$ cat config.mk
export PLATFORM = sky130hd
export DESIGN_NAME = audio_tx_fifo_status
export DESIGN_NICKNAME = d
export VERILOG_FILES = /design/src/rtl/tx_status_pkg.sv /design/src/rtl/audio_tx_fifo_status.sv
export SDC_FILE = /design/constraint.sdc
export NUM_CORES = 1
export LEC_CHECK = 0
export BUFFER_PORTS_ARGS = -buffer_cell sky130_fd_sc_hd__buf_2
export CAP_MARGIN = 10
export CORE_UTILIZATION = 30
export DETAILED_ROUTE_END_ITERATION = 16
export PLACE_DENSITY = 0.88
export SYNTH_ARGS = -nofsm -noshare
export SYNTH_HDL_FRONTEND = slang
export SYNTH_SLANG_ARGS = --single-unit
export TNS_END_PERCENT = 1
$ cat constraint.sdc
create_clock -name core_clk_in -period 2 [get_ports core_clk_in]
set_input_delay 0.3 -clock core_clk_in [delete_from_list [all_inputs] [get_ports core_clk_in]]
set_output_delay 0.3 -clock core_clk_in [all_outputs]
set_load 0.02 [all_outputs]
$ cat src/rtl/tx_status_pkg.sv
// Constants and types for the transmit FIFO status register block
package tx_status_pkg;
	localparam logic [7:0]  STATUS_OFFSET   = 8'h24;
	localparam int          OVERFLOW_BIT    = 3;
	localparam int          STARVE_BIT      = 2;
	localparam int          LOW_LEVEL_BIT   = 1;
	localparam int          DRAINED_BIT     = 0;
	localparam int          CTRL_THRESH_LSB = 8;
	localparam int          CTRL_THRESH_MSB = 11;
	localparam int          CTRL_OVER_IE    = 5;
	localparam int          CTRL_DMA_EN     = 3;
	localparam int          CTRL_FIFO_EN    = 0;
	localparam int          FIFO_DEPTH      = 16;
	localparam logic [31:0] STATUS_RESET    = 32'h0000_0003;

	// Host register access to the status word
	typedef struct packed {
		logic       sel;
		logic       write;
		logic [7:0] addr;
		logic [31:0] wdata;
	} reg_access_t;
endpackage

$ cat src/rtl/audio_tx_fifo_status.sv
// Transmit FIFO status register with error flags, level flags, interrupt and DMA request
`timescale 1ns/1ps
module audio_tx_fifo_status #(
	parameter int DEPTH = tx_status_pkg::FIFO_DEPTH
) (
	input  wire logic                     core_clk_in,
	input  wire logic                     reset_in,
	input  wire tx_status_pkg::reg_access_t reg_in,
	input  wire logic                     fifo_write_in,
	input  wire logic                     fifo_full_in,
	input  wire logic [4:0]               fifo_level_in,
	input  wire logic                     sample_request_in,
	input  wire logic [31:0]              tx_control_reg_in,
	output logic [31:0]                   tx_fifo_status_out,
	output logic                          overflow_irq_out,
	output logic                          dma_request_out
);

	// Elaboration check: level and threshold logic is five bits wide
	if (DEPTH < 1 || DEPTH > 16)
	begin : g_depth_check
		$error("DEPTH must be 1 to 16");
	end

	// Host write to the status word with a one at the given bit
	function automatic logic clears_bit(
		input tx_status_pkg::reg_access_t acc,
		input int                         pos
	);
		return acc.sel && acc.write && acc.addr == tx_status_pkg::STATUS_OFFSET
			&& acc.wdata[pos];
	endfunction

	logic       overflow;
	logic       starve;
	logic       low_level;
	logic       drained;
	logic       next_low_level;
	logic       next_drained;
	logic       clear_hit;
	logic [4:0] free_entries;
	logic [4:0] thresh;
	logic       fifo_en;
	logic       overflow_event;
	logic       starve_event;
	logic       clear_overflow;
	logic       clear_starve;

	// Decode of control and FIFO state
	always_comb
	begin
		fifo_en = tx_control_reg_in[tx_status_pkg::CTRL_FIFO_EN];
		clear_hit = reg_in.sel && reg_in.write && reg_in.addr == tx_status_pkg::STATUS_OFFSET;
		clear_overflow = clears_bit(reg_in, tx_status_pkg::OVERFLOW_BIT);
		clear_starve = clears_bit(reg_in, tx_status_pkg::STARVE_BIT);
		overflow_event = fifo_write_in && fifo_en && fifo_full_in;
		starve_event = sample_request_in && fifo_en && fifo_level_in == 5'h00;
		free_entries = 5'(DEPTH) - fifo_level_in;
		thresh = {1'b0, tx_control_reg_in[tx_status_pkg::CTRL_THRESH_MSB:
			tx_status_pkg::CTRL_THRESH_LSB]};
		if (thresh == 5'h00)
			thresh = 5'h10; // Zero code means sixteen
		next_low_level = free_entries >= thresh;
		next_drained = fifo_level_in == 5'h00;
	end

	// Overflow flag, set beats clear
	always_ff @(posedge core_clk_in or posedge reset_in)
	begin
		if (reset_in)
			overflow <= 1'b0;
		else if (overflow_event)
			overflow <= 1'b1;
		else if (clear_overflow)
			overflow <= 1'b0;
	end

	// Starvation flag, set beats clear
	always_ff @(posedge core_clk_in or posedge reset_in)
	begin
		if (reset_in)
			starve <= 1'b0;
		else if (starve_event)
			starve <= 1'b1;
		else if (clear_starve)
			starve <= 1'b0;
	end

	// Registered level flags
	always_ff @(posedge core_clk_in or posedge reset_in)
	begin
		if (reset_in)
		begin
			low_level <= 1'b1;
			drained <= 1'b1;
		end
		else
		begin
			low_level <= next_low_level;
			drained <= next_drained;
		end
	end

	// Status word and side outputs, one cycle after the flags
	always_ff @(posedge core_clk_in or posedge reset_in)
	begin
		if (reset_in)
		begin
			tx_fifo_status_out <= tx_status_pkg::STATUS_RESET;
			overflow_irq_out <= 1'b0;
			dma_request_out <= 1'b0;
		end
		else
		begin
			tx_fifo_status_out <= {28'h0000000, overflow, starve, low_level, drained};
			overflow_irq_out <= overflow && tx_control_reg_in[tx_status_pkg::CTRL_OVER_IE];
			dma_request_out <= low_level && tx_control_reg_in[tx_status_pkg::CTRL_DMA_EN];
		end
	end

	// Overflow rises the cycle after a write into a full, enabled FIFO
	AST_OVERFLOW_SET: assert property (@(posedge core_clk_in) disable iff (reset_in)
		overflow_event |=> overflow)
		else $error("overflow flag not set");

	// Overflow never rises without its event
	AST_OVERFLOW_CAUSE: assert property (@(posedge core_clk_in) disable iff (reset_in)
		!overflow && !overflow_event |=> !overflow)
		else $error("overflow flag set without cause");

	// Overflow holds until a one lands on its bit
	AST_OVERFLOW_HOLD: assert property (@(posedge core_clk_in) disable iff (reset_in)
		overflow && !clear_overflow |=> overflow)
		else $error("overflow flag dropped without clear");

	// A one on the overflow bit clears it, and the status word follows
	AST_OVERFLOW_CLEAR: assert property (@(posedge core_clk_in) disable iff (reset_in)
		clear_overflow && !overflow_event
		|=> !overflow ##1 !tx_fifo_status_out[tx_status_pkg::OVERFLOW_BIT])
		else $error("overflow flag not cleared");

	// A zero on the overflow bit leaves a set flag alone
	AST_ZERO_WRITE: assert property (@(posedge core_clk_in) disable iff (reset_in)
		clear_hit && !reg_in.wdata[tx_status_pkg::OVERFLOW_BIT] && overflow |=> overflow)
		else $error("zero write disturbed overflow flag");

	// Starvation rises after a request on an empty, enabled FIFO; set beats clear
	AST_STARVE_SET: assert property (@(posedge core_clk_in) disable iff (reset_in)
		starve_event |=> starve)
		else $error("starvation flag not set");

	// Starvation never rises without its event
	AST_STARVE_CAUSE: assert property (@(posedge core_clk_in) disable iff (reset_in)
		!starve && !starve_event |=> !starve)
		else $error("starvation flag set without cause");

	// Starvation holds until a one lands on its bit
	AST_STARVE_HOLD: assert property (@(posedge core_clk_in) disable iff (reset_in)
		starve && !clear_starve |=> starve)
		else $error("starvation flag dropped without clear");

	// A one on the starvation bit clears it, and the status word follows
	AST_STARVE_CLEAR: assert property (@(posedge core_clk_in) disable iff (reset_in)
		clear_starve && !starve_event
		|=> !starve ##1 !tx_fifo_status_out[tx_status_pkg::STARVE_BIT])
		else $error("starvation flag not cleared");

	// Low-level flag rises when free entries meet the threshold
	AST_LOW_LEVEL: assert property (@(posedge core_clk_in) disable iff (reset_in)
		free_entries >= thresh |=> low_level)
		else $error("low-level flag missing");

	// Low-level flag falls when free entries are below the threshold
	AST_LOW_LEVEL_OFF: assert property (@(posedge core_clk_in) disable iff (reset_in)
		free_entries < thresh |=> !low_level)
		else $error("low-level flag stuck high");

	// A full FIFO has no free entries, so the flag is low for any threshold
	AST_LOW_FULL: assert property (@(posedge core_clk_in) disable iff (reset_in)
		fifo_level_in == 5'(DEPTH) |=> !low_level)
		else $error("low-level flag high on full FIFO");

	// Status word carries the low-level flag one cycle later
	AST_LOW_STATUS: assert property (@(posedge core_clk_in) disable iff (reset_in)
		low_level |=> tx_fifo_status_out[tx_status_pkg::LOW_LEVEL_BIT])
		else $error("status low-level bit missing");

	// Status word drops the low-level bit with the flag
	AST_LOW_STATUS_OFF: assert property (@(posedge core_clk_in) disable iff (reset_in)
		!low_level |=> !tx_fifo_status_out[tx_status_pkg::LOW_LEVEL_BIT])
		else $error("status low-level bit stuck high");

	// Empty FIFO shows as drained two cycles later
	AST_DRAINED: assert property (@(posedge core_clk_in) disable iff (reset_in)
		fifo_level_in == 5'h00 |=> ##1 tx_fifo_status_out[tx_status_pkg::DRAINED_BIT])
		else $error("drained flag wrong");

	// Any stored entry clears the drained bit two cycles later
	AST_NOT_DRAINED: assert property (@(posedge core_clk_in) disable iff (reset_in)
		fifo_level_in != 5'h00 |=> ##1 !tx_fifo_status_out[tx_status_pkg::DRAINED_BIT])
		else $error("drained flag high with entries");

	// No overflow interrupt without the flag and its enable
	AST_IRQ: assert property (@(posedge core_clk_in) disable iff (reset_in)
		!(overflow && tx_control_reg_in[tx_status_pkg::CTRL_OVER_IE]) |=> !overflow_irq_out)
		else $error("overflow interrupt without enable");

	// Enabled overflow raises the interrupt one cycle later
	AST_IRQ_SET: assert property (@(posedge core_clk_in) disable iff (reset_in)
		overflow && tx_control_reg_in[tx_status_pkg::CTRL_OVER_IE] |=> overflow_irq_out)
		else $error("overflow interrupt missing");

	// Enabled low-level condition raises the transfer request
	AST_DMA: assert property (@(posedge core_clk_in) disable iff (reset_in)
		low_level && tx_control_reg_in[tx_status_pkg::CTRL_DMA_EN] |=> dma_request_out)
		else $error("dma request missing");

	// No transfer request without the condition and its enable
	AST_DMA_OFF: assert property (@(posedge core_clk_in) disable iff (reset_in)
		!(low_level && tx_control_reg_in[tx_status_pkg::CTRL_DMA_EN]) |=> !dma_request_out)
		else $error("dma request without cause");

	// Upper status bits always read zero
	AST_RESERVED: assert property (@(posedge core_clk_in) disable iff (reset_in)
		tx_fifo_status_out[31:4] == 28'h0000000)
		else $error("reserved bits not zero");
endmodule

==> summary.txt, run 1 <==
Yosys
  • Count leader, synth: buf_4
  • Cell accounting for the most synthesized area: buf_4
  • Post-synth top cells: 28 x buf_4, 8 x inv_1, 7 x ha_1
  • #FFs+latches synth: 10
  • Syn Area/Cell: between 10 and 15 sq um
  • Sequential cell area fraction in the yosys report: 0.343
  • Post-Synthesis Cells: 73
  • Mapped cell area: 744 sq um
  • Top-area cell type share of the netlist area: 0.282
  • Area contributors post-synth: buf_4 28%, dfrtp_1 20%, dfstp_2 14%, ha_1 12%, inv_1 4.0%
  • Post-synthesis async set-or-reset flop share: 1.00
  • Cell variety after synth: 20
  • Synth Flop Type: dfrtp_1
  • Number of synthesized flops with an enable pin: 0
  • Yosys warnings: 0

Worst setup path
  • R2R depth: 1
  • Crit path top cell by count: ha_1
  • RR Endpoint: overflow
  • Top delay family on crit path: adder cells
  • Crit-path slowest cell: ha_1
  • Endpoint class of the critical path: register
  • WP data arrival: around 1.6 ns
  • Critical Path RT: 2.18 ns
  • Reg2reg setup slack: approximately 1.3 ns
  • Worst-path fanout max: 2
  • Reg2reg start: overflow
  • Worst Path Buf+Inv: 3
  • Crit path cell chain: buf_2 -> inv_1 -> ha_1 -> nor3b_1 -> ha_1 -> inv_1 -> ha_1 -> a21o_1
  • Slowest stage delay, CP: between 0.2 and 0.3 ns
  • Crit Path Class: in -> reg
  • CP Launch Type: input pin

Cells and area
  • Multi-input logic area: roughly 350 sq um
  • Final net count: roughly 200
  • Sequential cell area: approximately 260 sq um
  • Layout fillers: 221
  • Non-filler cells, final: ~140
  • Share of cells above drive strength 1: 0.391
  • Synthesis-to-layout area growth: 16.5%
  • Antenna cells: 0

STA
  • Skew final: between 0.0003 and 0.0004 ns
  • Final TNS setup: 0 ns
  • Final slew viol count: 0
  • Final setup violation count: 0
  • Final min period: approximately 1.4 ns
  • Hold Vio Cnt, Final: 5
  • Worst Hold Margin: -0.00252 ns
  • Max frequency: around 0.71 GHz
  • Final period util: 0.702
  • RSZ-0062 raised after global routing: false

Detailed routing
  • Via count: 527
  • Final ANT Viol Nets: 0
  • DR pass1 iterations: 2
  • DR WL/cell: 8.19 um
  • Vias per cell: between 3 and 4
  • DRC viols: 0
  • Final wirelength: about 1100 um
  • Initial detailed-routing violation count: 1

Floorplan
  • Starting Density: 0.327
  • I/O pin cnt: ~120
  • Die Y: slightly above 50 um
  • Core area: roughly 0.0023 sq mm
  • Row cnt: 17
  • Die ar.: 0.00268 sq mm
  • Die width: 51.8 um

Global route
  • GRT Overall Usage: 0.0865
  • Global route overflow: 0
  • Antenna violations before repair: 0
  • Vias in the first global route: between 400 and 500
  • Largest net degree at the start of global routing: 11
  • First-pass GRT wire length: between 1500 and 2000 um

Clock network
  • Resize count post-CTS: 0
  • Clk slew on worst S/H paths: around 0.07 ns
  • Maximum clock insertion buffer count: 2
  • CTS Hold Bufs: 0
  • H-tree levels: 1
  • Worst-Skew Late Latency: about 0.25 ns
  • Root Buffer: clkbuf_4
  • Cts bufs inserted: 3
  • Postcts setup bufs: 0
  • CTS tree: yes
  • # clock sinks: 10

Pwr
  • Worst vdd ir: about 270 uV
  • Leak: 0.488 nW
  • Pwr dens: ~590 mW/mm^2
  • Total power draw: between 0.0005 and 0.0006 W

Placement
  • Placed Cells: 134
  • Gpl congestion: roughly 0.64
  • Hpwl dp: between 1000 and 1500 um
  • Port Buffers: 34

Run status
  • Run status: finished, violations left
  • Failing checks: negative hold slack

Job
  • Maxcap violations: 0

Hold path
  • Hold Crit Class: in -> async
-- power by group --
part           switching [W]  internal, W
combinational      0.0000961    0.0000505
sequential        0.00000560     0.000224
clock              0.0000627    0.0000767
total               0.000164     0.000351
-- layout make-up --
cell class              count  share of cell area
repair buffers             34               0.196
flip-flops and latches     10               0.294
inverters                   8              0.0346
clock buffers               4              0.0303
multi-input cells          54               0.404
well taps                  28              0.0404
-- placed cells by master, fill, tap and decap left out, types with 2 or more instances in the layout --
master and count:
a32o_1 2, conb_1 28, nand4_1 2, buf_2 34, dfrtp_1 6, xnor2_1 2, and2_1 2, ha_1 7
inv_1 8, nor3b_1 2, dfstp_2 4, clkbuf_4 3
-- worst max-delay path by stage --
stage                                 from         to  cells after the start
after floorplan           fifo_level_in[0]  low_level                      7
after global placement    fifo_level_in[0]  low_level                      8
after detailed placement  fifo_level_in[0]  low_level                      8
after CTS                 fifo_level_in[0]  low_level                      8
after global routing      fifo_level_in[0]  low_level                      8
final                     fifo_level_in[0]  low_level                      8
-- sequential cells by signal, summed over array words and instances (netlist names) --
name,cells
overflow_irq_out,1
low_level,1
overflow,1
dma_request_out,1
tx_fifo_status_out,4
starve,1
drained,1
-- kinds of logic (layout without fill, tap and decap cells) --
family          after synthesis  in the layout  share of synthesized area
simple gates                 11             11                      0.128
other cells                   1             28                    0.00504
fa+ha+maj                     7              7                      0.118
flops                        10             10                      0.343
xor+xnor                      2              2                     0.0235
buf+inv                      36             46                      0.323
compound gates                6              6                     0.0605
-- per-stage QoR --
stage | area, sq um | utilization | hold WS, ns | setup slack [ns]
5_1_grt | 867 | 0.381 | 0.0281 | 0.543
3_5_place_dp | 841 | 0.369 | 0.290 | 0.311
3_3_place_gp | 841 | 0.369 | 0.273 | 0.331
2_1_floorplan | 846 | - | 0.137 | 0.545
4_1_cts | 867 | 0.381 | 0.00774 | 0.582
6_report | 867 | 0.381 | -0.00252 | 0.596
-- per-layer routing --
layer / track usage / vias up / routed length (um)
met5: 0 / - / 0
met4: 0.0405 / 0 / 0
met3: 0.0175 / 0 / 159
met2: 0.177 / 42 / 577
met1: 0.0782 / 225 / 393
li1: - / 260 / -
No activity file was read; power rests on OpenSTA's default activity.
==> run 2, diff against run 1 <==
--- a/config.mk
+++ b/config.mk
@@ -5,11 +5,12 @@
 export SDC_FILE = /design/constraint.sdc
 export NUM_CORES = 1
 export LEC_CHECK = 0
+export ABC_AREA = 1
 export BUFFER_PORTS_ARGS = -buffer_cell sky130_fd_sc_hd__buf_2
 export CAP_MARGIN = 10
-export CORE_UTILIZATION = 30
+export CORE_UTILIZATION = 29
 export DETAILED_ROUTE_END_ITERATION = 16
-export PLACE_DENSITY = 0.88
+export PLACE_DENSITY = 0.85
 export SYNTH_ARGS = -nofsm -noshare
 export SYNTH_HDL_FRONTEND = slang
 export SYNTH_SLANG_ARGS = --single-unit
==> constraint.sdc (replaced) <==
create_clock -name core_clk_in -period 1.45 [get_ports core_clk_in]
set_input_delay 0.2175 -clock core_clk_in [delete_from_list [all_inputs] [get_ports core_clk_in]]
set_output_delay 0.2175 -clock core_clk_in [all_outputs]
set_load 0.02 [all_outputs]
==> run 2 against run 1 <==
Net effect: the flow now finishes without violations; worst hold slack improved by 0.15 ns; routed wire length down 1.6%; count of clock-buffer cells in the layout unchanged; final area increased by 5.3%; sequential power is 38% higher; clock skew is 0.0066 ns higher; register-to-register slack got worse by 0.49 ns; total power grew 40%; sequential share of layout area down 1.5 points; critical path type unchanged; critical endpoint unchanged.
==> summary.txt, run 2 <==
Yosys
  • Syn Area/Cell: 8.30 sq um (-19%)
  • Count leader, synth: buf_4
  • Post-Synthesis Cells: 92 (+26%)
  • Mapped cell area: 763 sq um (+2.5%)
  • Sequential cell area fraction in the yosys report: 0.334 (-0.00843)
  • Yosys warnings: 0 (unchanged)
  • Top-area cell type share of the netlist area: 0.275 (-0.00694)
  • Synth Flop Type: dfrtp_1
  • Post-synth top cells: 28 x buf_4, 16 x inv_1, 12 x nand2_1
  • #FFs+latches synth: 10 (unchanged)
  • Cell variety after synth: 16 (-20%)
  • Number of synthesized flops with an enable pin: 0 (unchanged)
  • Post-synthesis async set-or-reset flop share: 1.00 (unchanged)
  • Cell accounting for the most synthesized area: buf_4
  • Area contributors post-synth: buf_4 28%, dfrtp_1 20%, dfstp_2 14%, ha_1 11%, inv_1 7.9%

Hold path
  • Hold Crit Start: tx_control_reg_in[3]
  • Worst Hold Endpoint: dma_request_out
  • Worst Hold Path Cells: 3
  • Hold Crit Class: in -> reg

Cells and area
  • Final net count: 224 (+11%)
  • Max FFs per register: 4 (unchanged)
  • Most frequent cells in the layout: 34 x buf_2, 28 x conb_1, 16 x inv_1
  • Non-filler cells, final: 162 (+17%)
  • Antenna cells: 0 (unchanged)
  • Most common cell after layout, fill and taps aside: buf_2
  • Most flop-heavy register: tx_fifo_status_out
  • Layout fillers: 266 (+20%)
  • Synthesis-to-layout area growth: 19.7%
  • Share of cells above drive strength 1: 0.341 (-0.0500)

Worst setup path
  • R2R depth: 2 (+1)
  • Worst-path fanout max: 2 (unchanged)
  • Crit path top cell by count: ha_1
  • Top delay family on crit path: adder cells
  • Endpoint class of the critical path: register
  • Crit-path slowest cell: ha_1
  • RR Endpoint: dma_request_out
  • CP Launch Type: input pin
  • Slowest stage delay, CP: 0.30 ns (+0.03 ns)
  • WP data arrival: 1.48 ns (-0.11 ns)
  • Reg2reg start: low_level
  • Worst Path Buf+Inv: 3 (unchanged)
  • Reg2reg setup slack: 0.79 ns (-0.49 ns)
  • Crit Path Class: in -> reg
  • Crit path cell chain: buf_2 -> inv_1 -> ha_1 -> nand2_1 -> nor2_1 -> ha_1 -> inv_1 -> ha_1 -> a21oi_1 -> o21ai_1
  • Critical Path RT: 1.63 ns (-0.55 ns)

Floorplan
  • Core area: 0.00248 sq mm (+8.9%)
  • Row cnt: 18 (+1)
  • I/O pin cnt: 118 (unchanged)
  • Die width: 53.3 um (+2.9%)
  • Die ar.: 0.00284 sq mm (+5.8%)
  • Starting Density: 0.308 (-0.0190)
  • Die Y: 53.3 um (+2.9%)

Pwr
  • Logic pwr share: 0.296 (+0.012)
  • Worst vdd ir: 447 uV (+68%)
  • Switch Pwr: 0.000234 W (+42%)
  • Leak: 0.569 nW (+17%)
  • Clock network power share: 0.264 (-0.006)
  • Total power draw: 0.000721 W (+40%)
  • Sw Ratio: 0.324 (+0.00536)
  • Pwr dens: 790 mW/mm^2 (+33%)
  • Flop pwr share: 0.440 (-0.005)
  • Pint: 0.000487 W (+39%)

Global route
  • Largest net degree at the start of global routing: 11 (unchanged)
  • Antenna violations before repair: 0 (unchanged)
  • Vias in the first global route: 500 (+4.2%)
  • GRT Overall Usage: 0.0911 (+0.00462)
  • Global route overflow: 0 (unchanged)
  • First-pass GRT wire length: 1820 um (+3.1%)

Clock network
  • H-tree levels: 1 (unchanged)
  • Maximum clock insertion buffer count: 2 (unchanged)
  • Clk slew on worst S/H paths: 0.05 ns (-0.02 ns)
  • Resize count post-CTS: 0 (unchanged)
  • Cts bufs inserted: 3 (unchanged)
  • Root Buffer: clkbuf_4
  • Worst-Skew Late Latency: 0.26 ns (about the same)
  • # clock sinks: 10 (unchanged)
  • CTS tree: yes

Detailed routing
  • DR WL/cell: 6.86 um (-16%)
  • Final ANT Viol Nets: 0 (unchanged)
  • Vias per cell: 3.64 (-4.8%)
  • DR pass1 iterations: 4 (+2)
  • Initial detailed-routing violation count: 6 (+5)
  • DRC viols: 0 (unchanged)
  • Via count: 589 (+12%)
  • Final wirelength: 1110 um (-1.6%)

Placement
  • Hpwl dp: 969 um (-8.5%)
  • Pre-CTS WS: -0.127 ns (-0.439 ns)
  • Port Buffers: 34 (unchanged)
  • Gpl congestion: 0.633 (-0.25%)
  • Placed Cells: 157 (+17%)

STA
  • Skew final: 0.00692 ns (+0.00660 ns)
  • RSZ-0062 raised after global routing: false
  • Final min period: approximately 1.3 ns
  • Final worst slack: 0.148 ns (-0.448 ns)
  • Final setup violation count: 0 (unchanged)
  • Max frequency: about 0.77 GHz
  • Hold Vio Cnt, Final: 0 (-5)
  • Final slew viol count: 0 (unchanged)
  • Final period util: 0.898

Run status
  • Run status: complete, no violations

Job
  • Maxcap violations: 0 (unchanged)
## run 2: logic make-up (layout without fill, tap and decap cells)
family | count (synthesis) | in the layout | synth area share
buffers and inverters | 44 | 57 | 0.354
AND/OR/NAND/NOR | 24 | 24 | 0.139
flip-flops | 10 | 10 | 0.334
adder cells (fa/ha/maj) | 7 | 7 | 0.115
AO/OA/AOI/OAI | 4 | 4 | 0.0295
XOR/XNOR | 2 | 2 | 0.0230
other | 1 | 28 | 0.00491
## run 2: routing by layer
metal	track usage	vias up	share of wire	wire [um]
li1	-	304	-	-
met1	0.0825	236	0.38	421
met2	0.175	45	0.50	554
met3	0.0172	4	0.095	106
met4	0.0658	0	0.026	29
met5	0	-	0	0
## run 2: worst min-delay path, cell delays in order
cell and delay [ns]:
buf_2 0.08, nand2_1 0.04, inv_1 0.04
## run 2: area by class of cell
cell class              count  area, sq um  area share
inverters                  16         60.1      0.0658
clock buffers               4         26.3      0.0288
repair buffers             37          195       0.214
flip-flops and latches     10          255       0.279
multi-input cells          65          339       0.371
well taps                  30         37.5      0.0411
## run 2: how the worst max path moves through the flow
stage,start,endpoint,depth (start not counted)
after floorplan,fifo_level_in[0],low_level,9
after global placement,fifo_level_in[0],low_level,10
after detailed placement,fifo_level_in[0],low_level,10
after CTS,fifo_level_in[0],low_level,10
after global routing,fifo_level_in[0],low_level,10
final,fifo_level_in[0],low_level,10
## run 2: power by group through the flow
stage / sequential, W / clock [W] / combinational (W)
after CTS: 0.000318 / 0.000201 / 0.000216
after global placement: 0.000322 / 0 / 0.000208
after floorplan: 0.000342 / 0 / 0.000182
after global routing: 0.000321 / 0.000215 / 0.000246
after detailed placement: 0.000322 / 0 / 0.000212
final: 0.000317 / 0.000190 / 0.000214
## run 2: per-stage QoR
step                      cell area [sq um]  hold slack (ns)  utilization  setup TNS [ns]
after floorplan                         865           0.0548            -               0
after global placement                  877            0.189        0.354         -0.0818
after detailed placement                877            0.199        0.354          -0.127
after CTS                               913            0.144        0.369               0
after global routing                    913            0.153        0.369               0
final                                   913            0.151        0.369               0
## run 2: repair_timing
item                                   4_1_cts  5_1_grt
endpoints found under the hold margin        6        0
hold buffers                                 1        0
setup buffers                                0        0
==> run 3, diff against run 2 <==
--- a/config.mk
+++ b/config.mk
@@ -5,12 +5,11 @@
 export SDC_FILE = /design/constraint.sdc
 export NUM_CORES = 1
 export LEC_CHECK = 0
-export ABC_AREA = 1
 export BUFFER_PORTS_ARGS = -buffer_cell sky130_fd_sc_hd__buf_2
 export CAP_MARGIN = 10
-export CORE_UTILIZATION = 29
+export CORE_UTILIZATION = 28
 export DETAILED_ROUTE_END_ITERATION = 16
-export PLACE_DENSITY = 0.85
+export PLACE_DENSITY = 0.83
 export SYNTH_ARGS = -nofsm -noshare
 export SYNTH_HDL_FRONTEND = slang
 export SYNTH_SLANG_ARGS = --single-unit
==> run 3 against run 2 <==
Net effect: fmax barely moved; count of clock-buffer cells in the layout did not move; clock skew fell by 0.0038 ns; final area fell by 1.8%; first-iteration DRC count fell by 17%; non-clock buffer count fell by 1; worst hold slack improved by 0.014 ns; critical path depth fell by 2; routed wire length fell by 2.4%; total power rose by 6.0%; critical path type unchanged; largest cell class unchanged.
==> summary.txt, run 3 (synthesized netlist as in run 1, its figures left out) <==
Run status
  • Run status: complete, no violations

Clock network
  • Resize count post-CTS: 0 (unchanged)
  • Worst-Skew Late Latency: 0.26 ns (about the same)
  • Clk slew on worst S/H paths: 0.06 ns (about the same)
  • # clock sinks: 10 (unchanged)
  • Maximum clock insertion buffer count: 2 (unchanged)
  • H-tree levels: 1 (unchanged)
  • Cts bufs inserted: 3 (unchanged)
  • Root Buffer: clkbuf_4
  • CTS tree: yes

Floorplan
  • Die width: 53.6 um (+0.50%)
  • I/O pin cnt: 118 (unchanged)
  • Core area: 0.00250 sq mm (+0.91%)
  • Die Y: 53.6 um (+0.50%)
  • Row cnt: 18 (unchanged)
  • Starting Density: 0.298 (-0.0103)
  • Die ar.: 0.00287 sq mm (+1.0%)

Job
  • Maxcap violations: 0 (unchanged)

STA
  • Final setup violation count: 0 (unchanged)
  • Final worst slack: 0.147 ns (-0.000275 ns)
  • Max frequency: 0.768 GHz (about the same)
  • Final min period: 1.30 ns (+0.000275 ns)
  • RSZ-0062 raised after global routing: false
  • Skew final: 0.00316 ns (-0.00376 ns)
  • Final slew viol count: 0 (unchanged)
  • Final period util: 0.898 (about the same)
  • Hold Vio Cnt, Final: 0 (unchanged)

Worst setup path
  • Worst Setup SP: fifo_level_in[0]
  • Slowest stage delay, CP: 0.27 ns (-0.03 ns)
  • Critical Path RT: 1.64 ns (about the same)
  • WP data arrival: 1.50 ns (+0.02 ns)
  • CP Launch Type: input pin
  • Top delay family on crit path: adder cells
  • Endpoint class of the critical path: register
  • Worst-path fanout max: 2 (unchanged)
  • Reg2reg start: overflow
  • Crit path top cell by count: ha_1
  • Crit Path Class: in -> reg
  • Crit-path slowest cell: ha_1
  • Worst Path Buf+Inv: 3 (unchanged)
  • Crit path cell chain: buf_2 -> inv_1 -> ha_1 -> nor3b_1 -> ha_1 -> inv_1 -> ha_1 -> a21o_1

Pwr
  • Pwr dens: 852 mW/mm^2 (+7.9%)
  • Worst vdd ir: 431 uV (-3.6%)
  • Leak: 0.503 nW (-12%)

Global route
  • GRT Overall Usage: 0.0789 (-0.0122)
  • Vias in the first global route: 428 (-14%)
  • First-pass GRT wire length: 1620 um (-11%)
  • Global route overflow: 0 (unchanged)
  • Largest net degree at the start of global routing: 11 (unchanged)
  • Antenna violations before repair: 0 (unchanged)

Cells and area
  • Most common cell after layout, fill and taps aside: buf_2
  • Post-route cell area: 897 sq um (-1.8%)
  • Antenna cells: 0 (unchanged)
  • Most flop-heavy register: tx_fifo_status_out
  • Share of cells above drive strength 1: 0.402 (+0.0609)
  • Max FFs per register: 4 (unchanged)
  • Final net count: 204 (-8.9%)
  • Synthesis-to-layout area growth: 20.5%
  • Most frequent cells in the layout: 34 x buf_2, 28 x conb_1, 8 x inv_1
  • Non-filler cells, final: 142 (-12%)

Placement
  • Placed inst area: 851 sq um (-3.0%)
  • Gpl congestion: 0.647 (+2.1%)
  • Pre-CTS WS: -0.137 ns (-0.00981 ns)
  • Port Buffers: 34 (unchanged)
  • Placed Cells: 137 (-13%)
  • Hpwl dp: 970 um (+0.12%)

Detailed routing
  • DR pass1 iterations: 2 (-2)
  • Via count: 540 (-8.3%)
  • Initial detailed-routing violation count: 5 (-1)
  • Vias per cell: 3.80 (+4.6%)
  • Final ANT Viol Nets: 0 (unchanged)
  • DR WL/cell: 7.64 um (+11%)
  • Final wirelength: 1090 um (-2.4%)
  • DRC viols: 0 (unchanged)

Hold path
  • Hold Crit Start: tx_control_reg_in[3]
  • Hold Crit Class: in -> reg
[run 3: area by class of cell]
type | count | area (sq um)
fill | 247 | 1600
clock buffer | 4 | 36.3
inverter | 8 | 30.0
timing repair buffer | 36 | 188
multi-input combinational | 54 | 350
sequential | 10 | 255
tap | 30 | 37.5
[run 3: worst paths after layout]
kind	slack (ns)	cells past startpoint	end
setup / recovery	0.15	8	low_level
hold / removal	0.17	2	dma_request_out
setup reg to reg	0.72	1	overflow
hold reg to reg	0.36	0	tx_fifo_status_out[0]
max in group asynchronous	0.68	3	tx_fifo_status_out[1]
min in group asynchronous	0.47	3	overflow_irq_out
[run 3: layer usage]
metal,track usage,wire [um],share of wire
met4,0.0658,21,0.019
met1,0.0798,429,0.40
met2,0.144,500,0.46
met3,0.00847,133,0.12
met5,0,0,0
[run 3: power by group]
part	internal (W)	total, W	leakage (nW)	switching, W
Clock	0.000152	0.000243	0.0210	0.0000904
Sequential	0.000309	0.000315	0.109	0.00000644
Combinational	0.0000730	0.000206	0.373	0.000133
[run 3: what timing repair did]
| action | in CTS | in global routing |
|---|---|---|
| endpoints found under the hold margin | 6 | 0 |
| hold buffers | 1 | 0 |
| buffers inserted | 0 | 0 |
[run 3: per-stage QoR]
step | hold slack [ns] | utilization | total power (W) | setup TNS, ns
after global routing | 0.167 | 0.359 | 0.000817 | 0
after CTS | 0.154 | 0.359 | 0.000778 | 0
after detailed placement | 0.203 | 0.340 | 0.000525 | -0.137
after global placement | 0.188 | 0.340 | 0.000521 | -0.132
final | 0.165 | 0.359 | 0.000764 | 0
after floorplan | 0.0548 | - | 0.000516 | 0
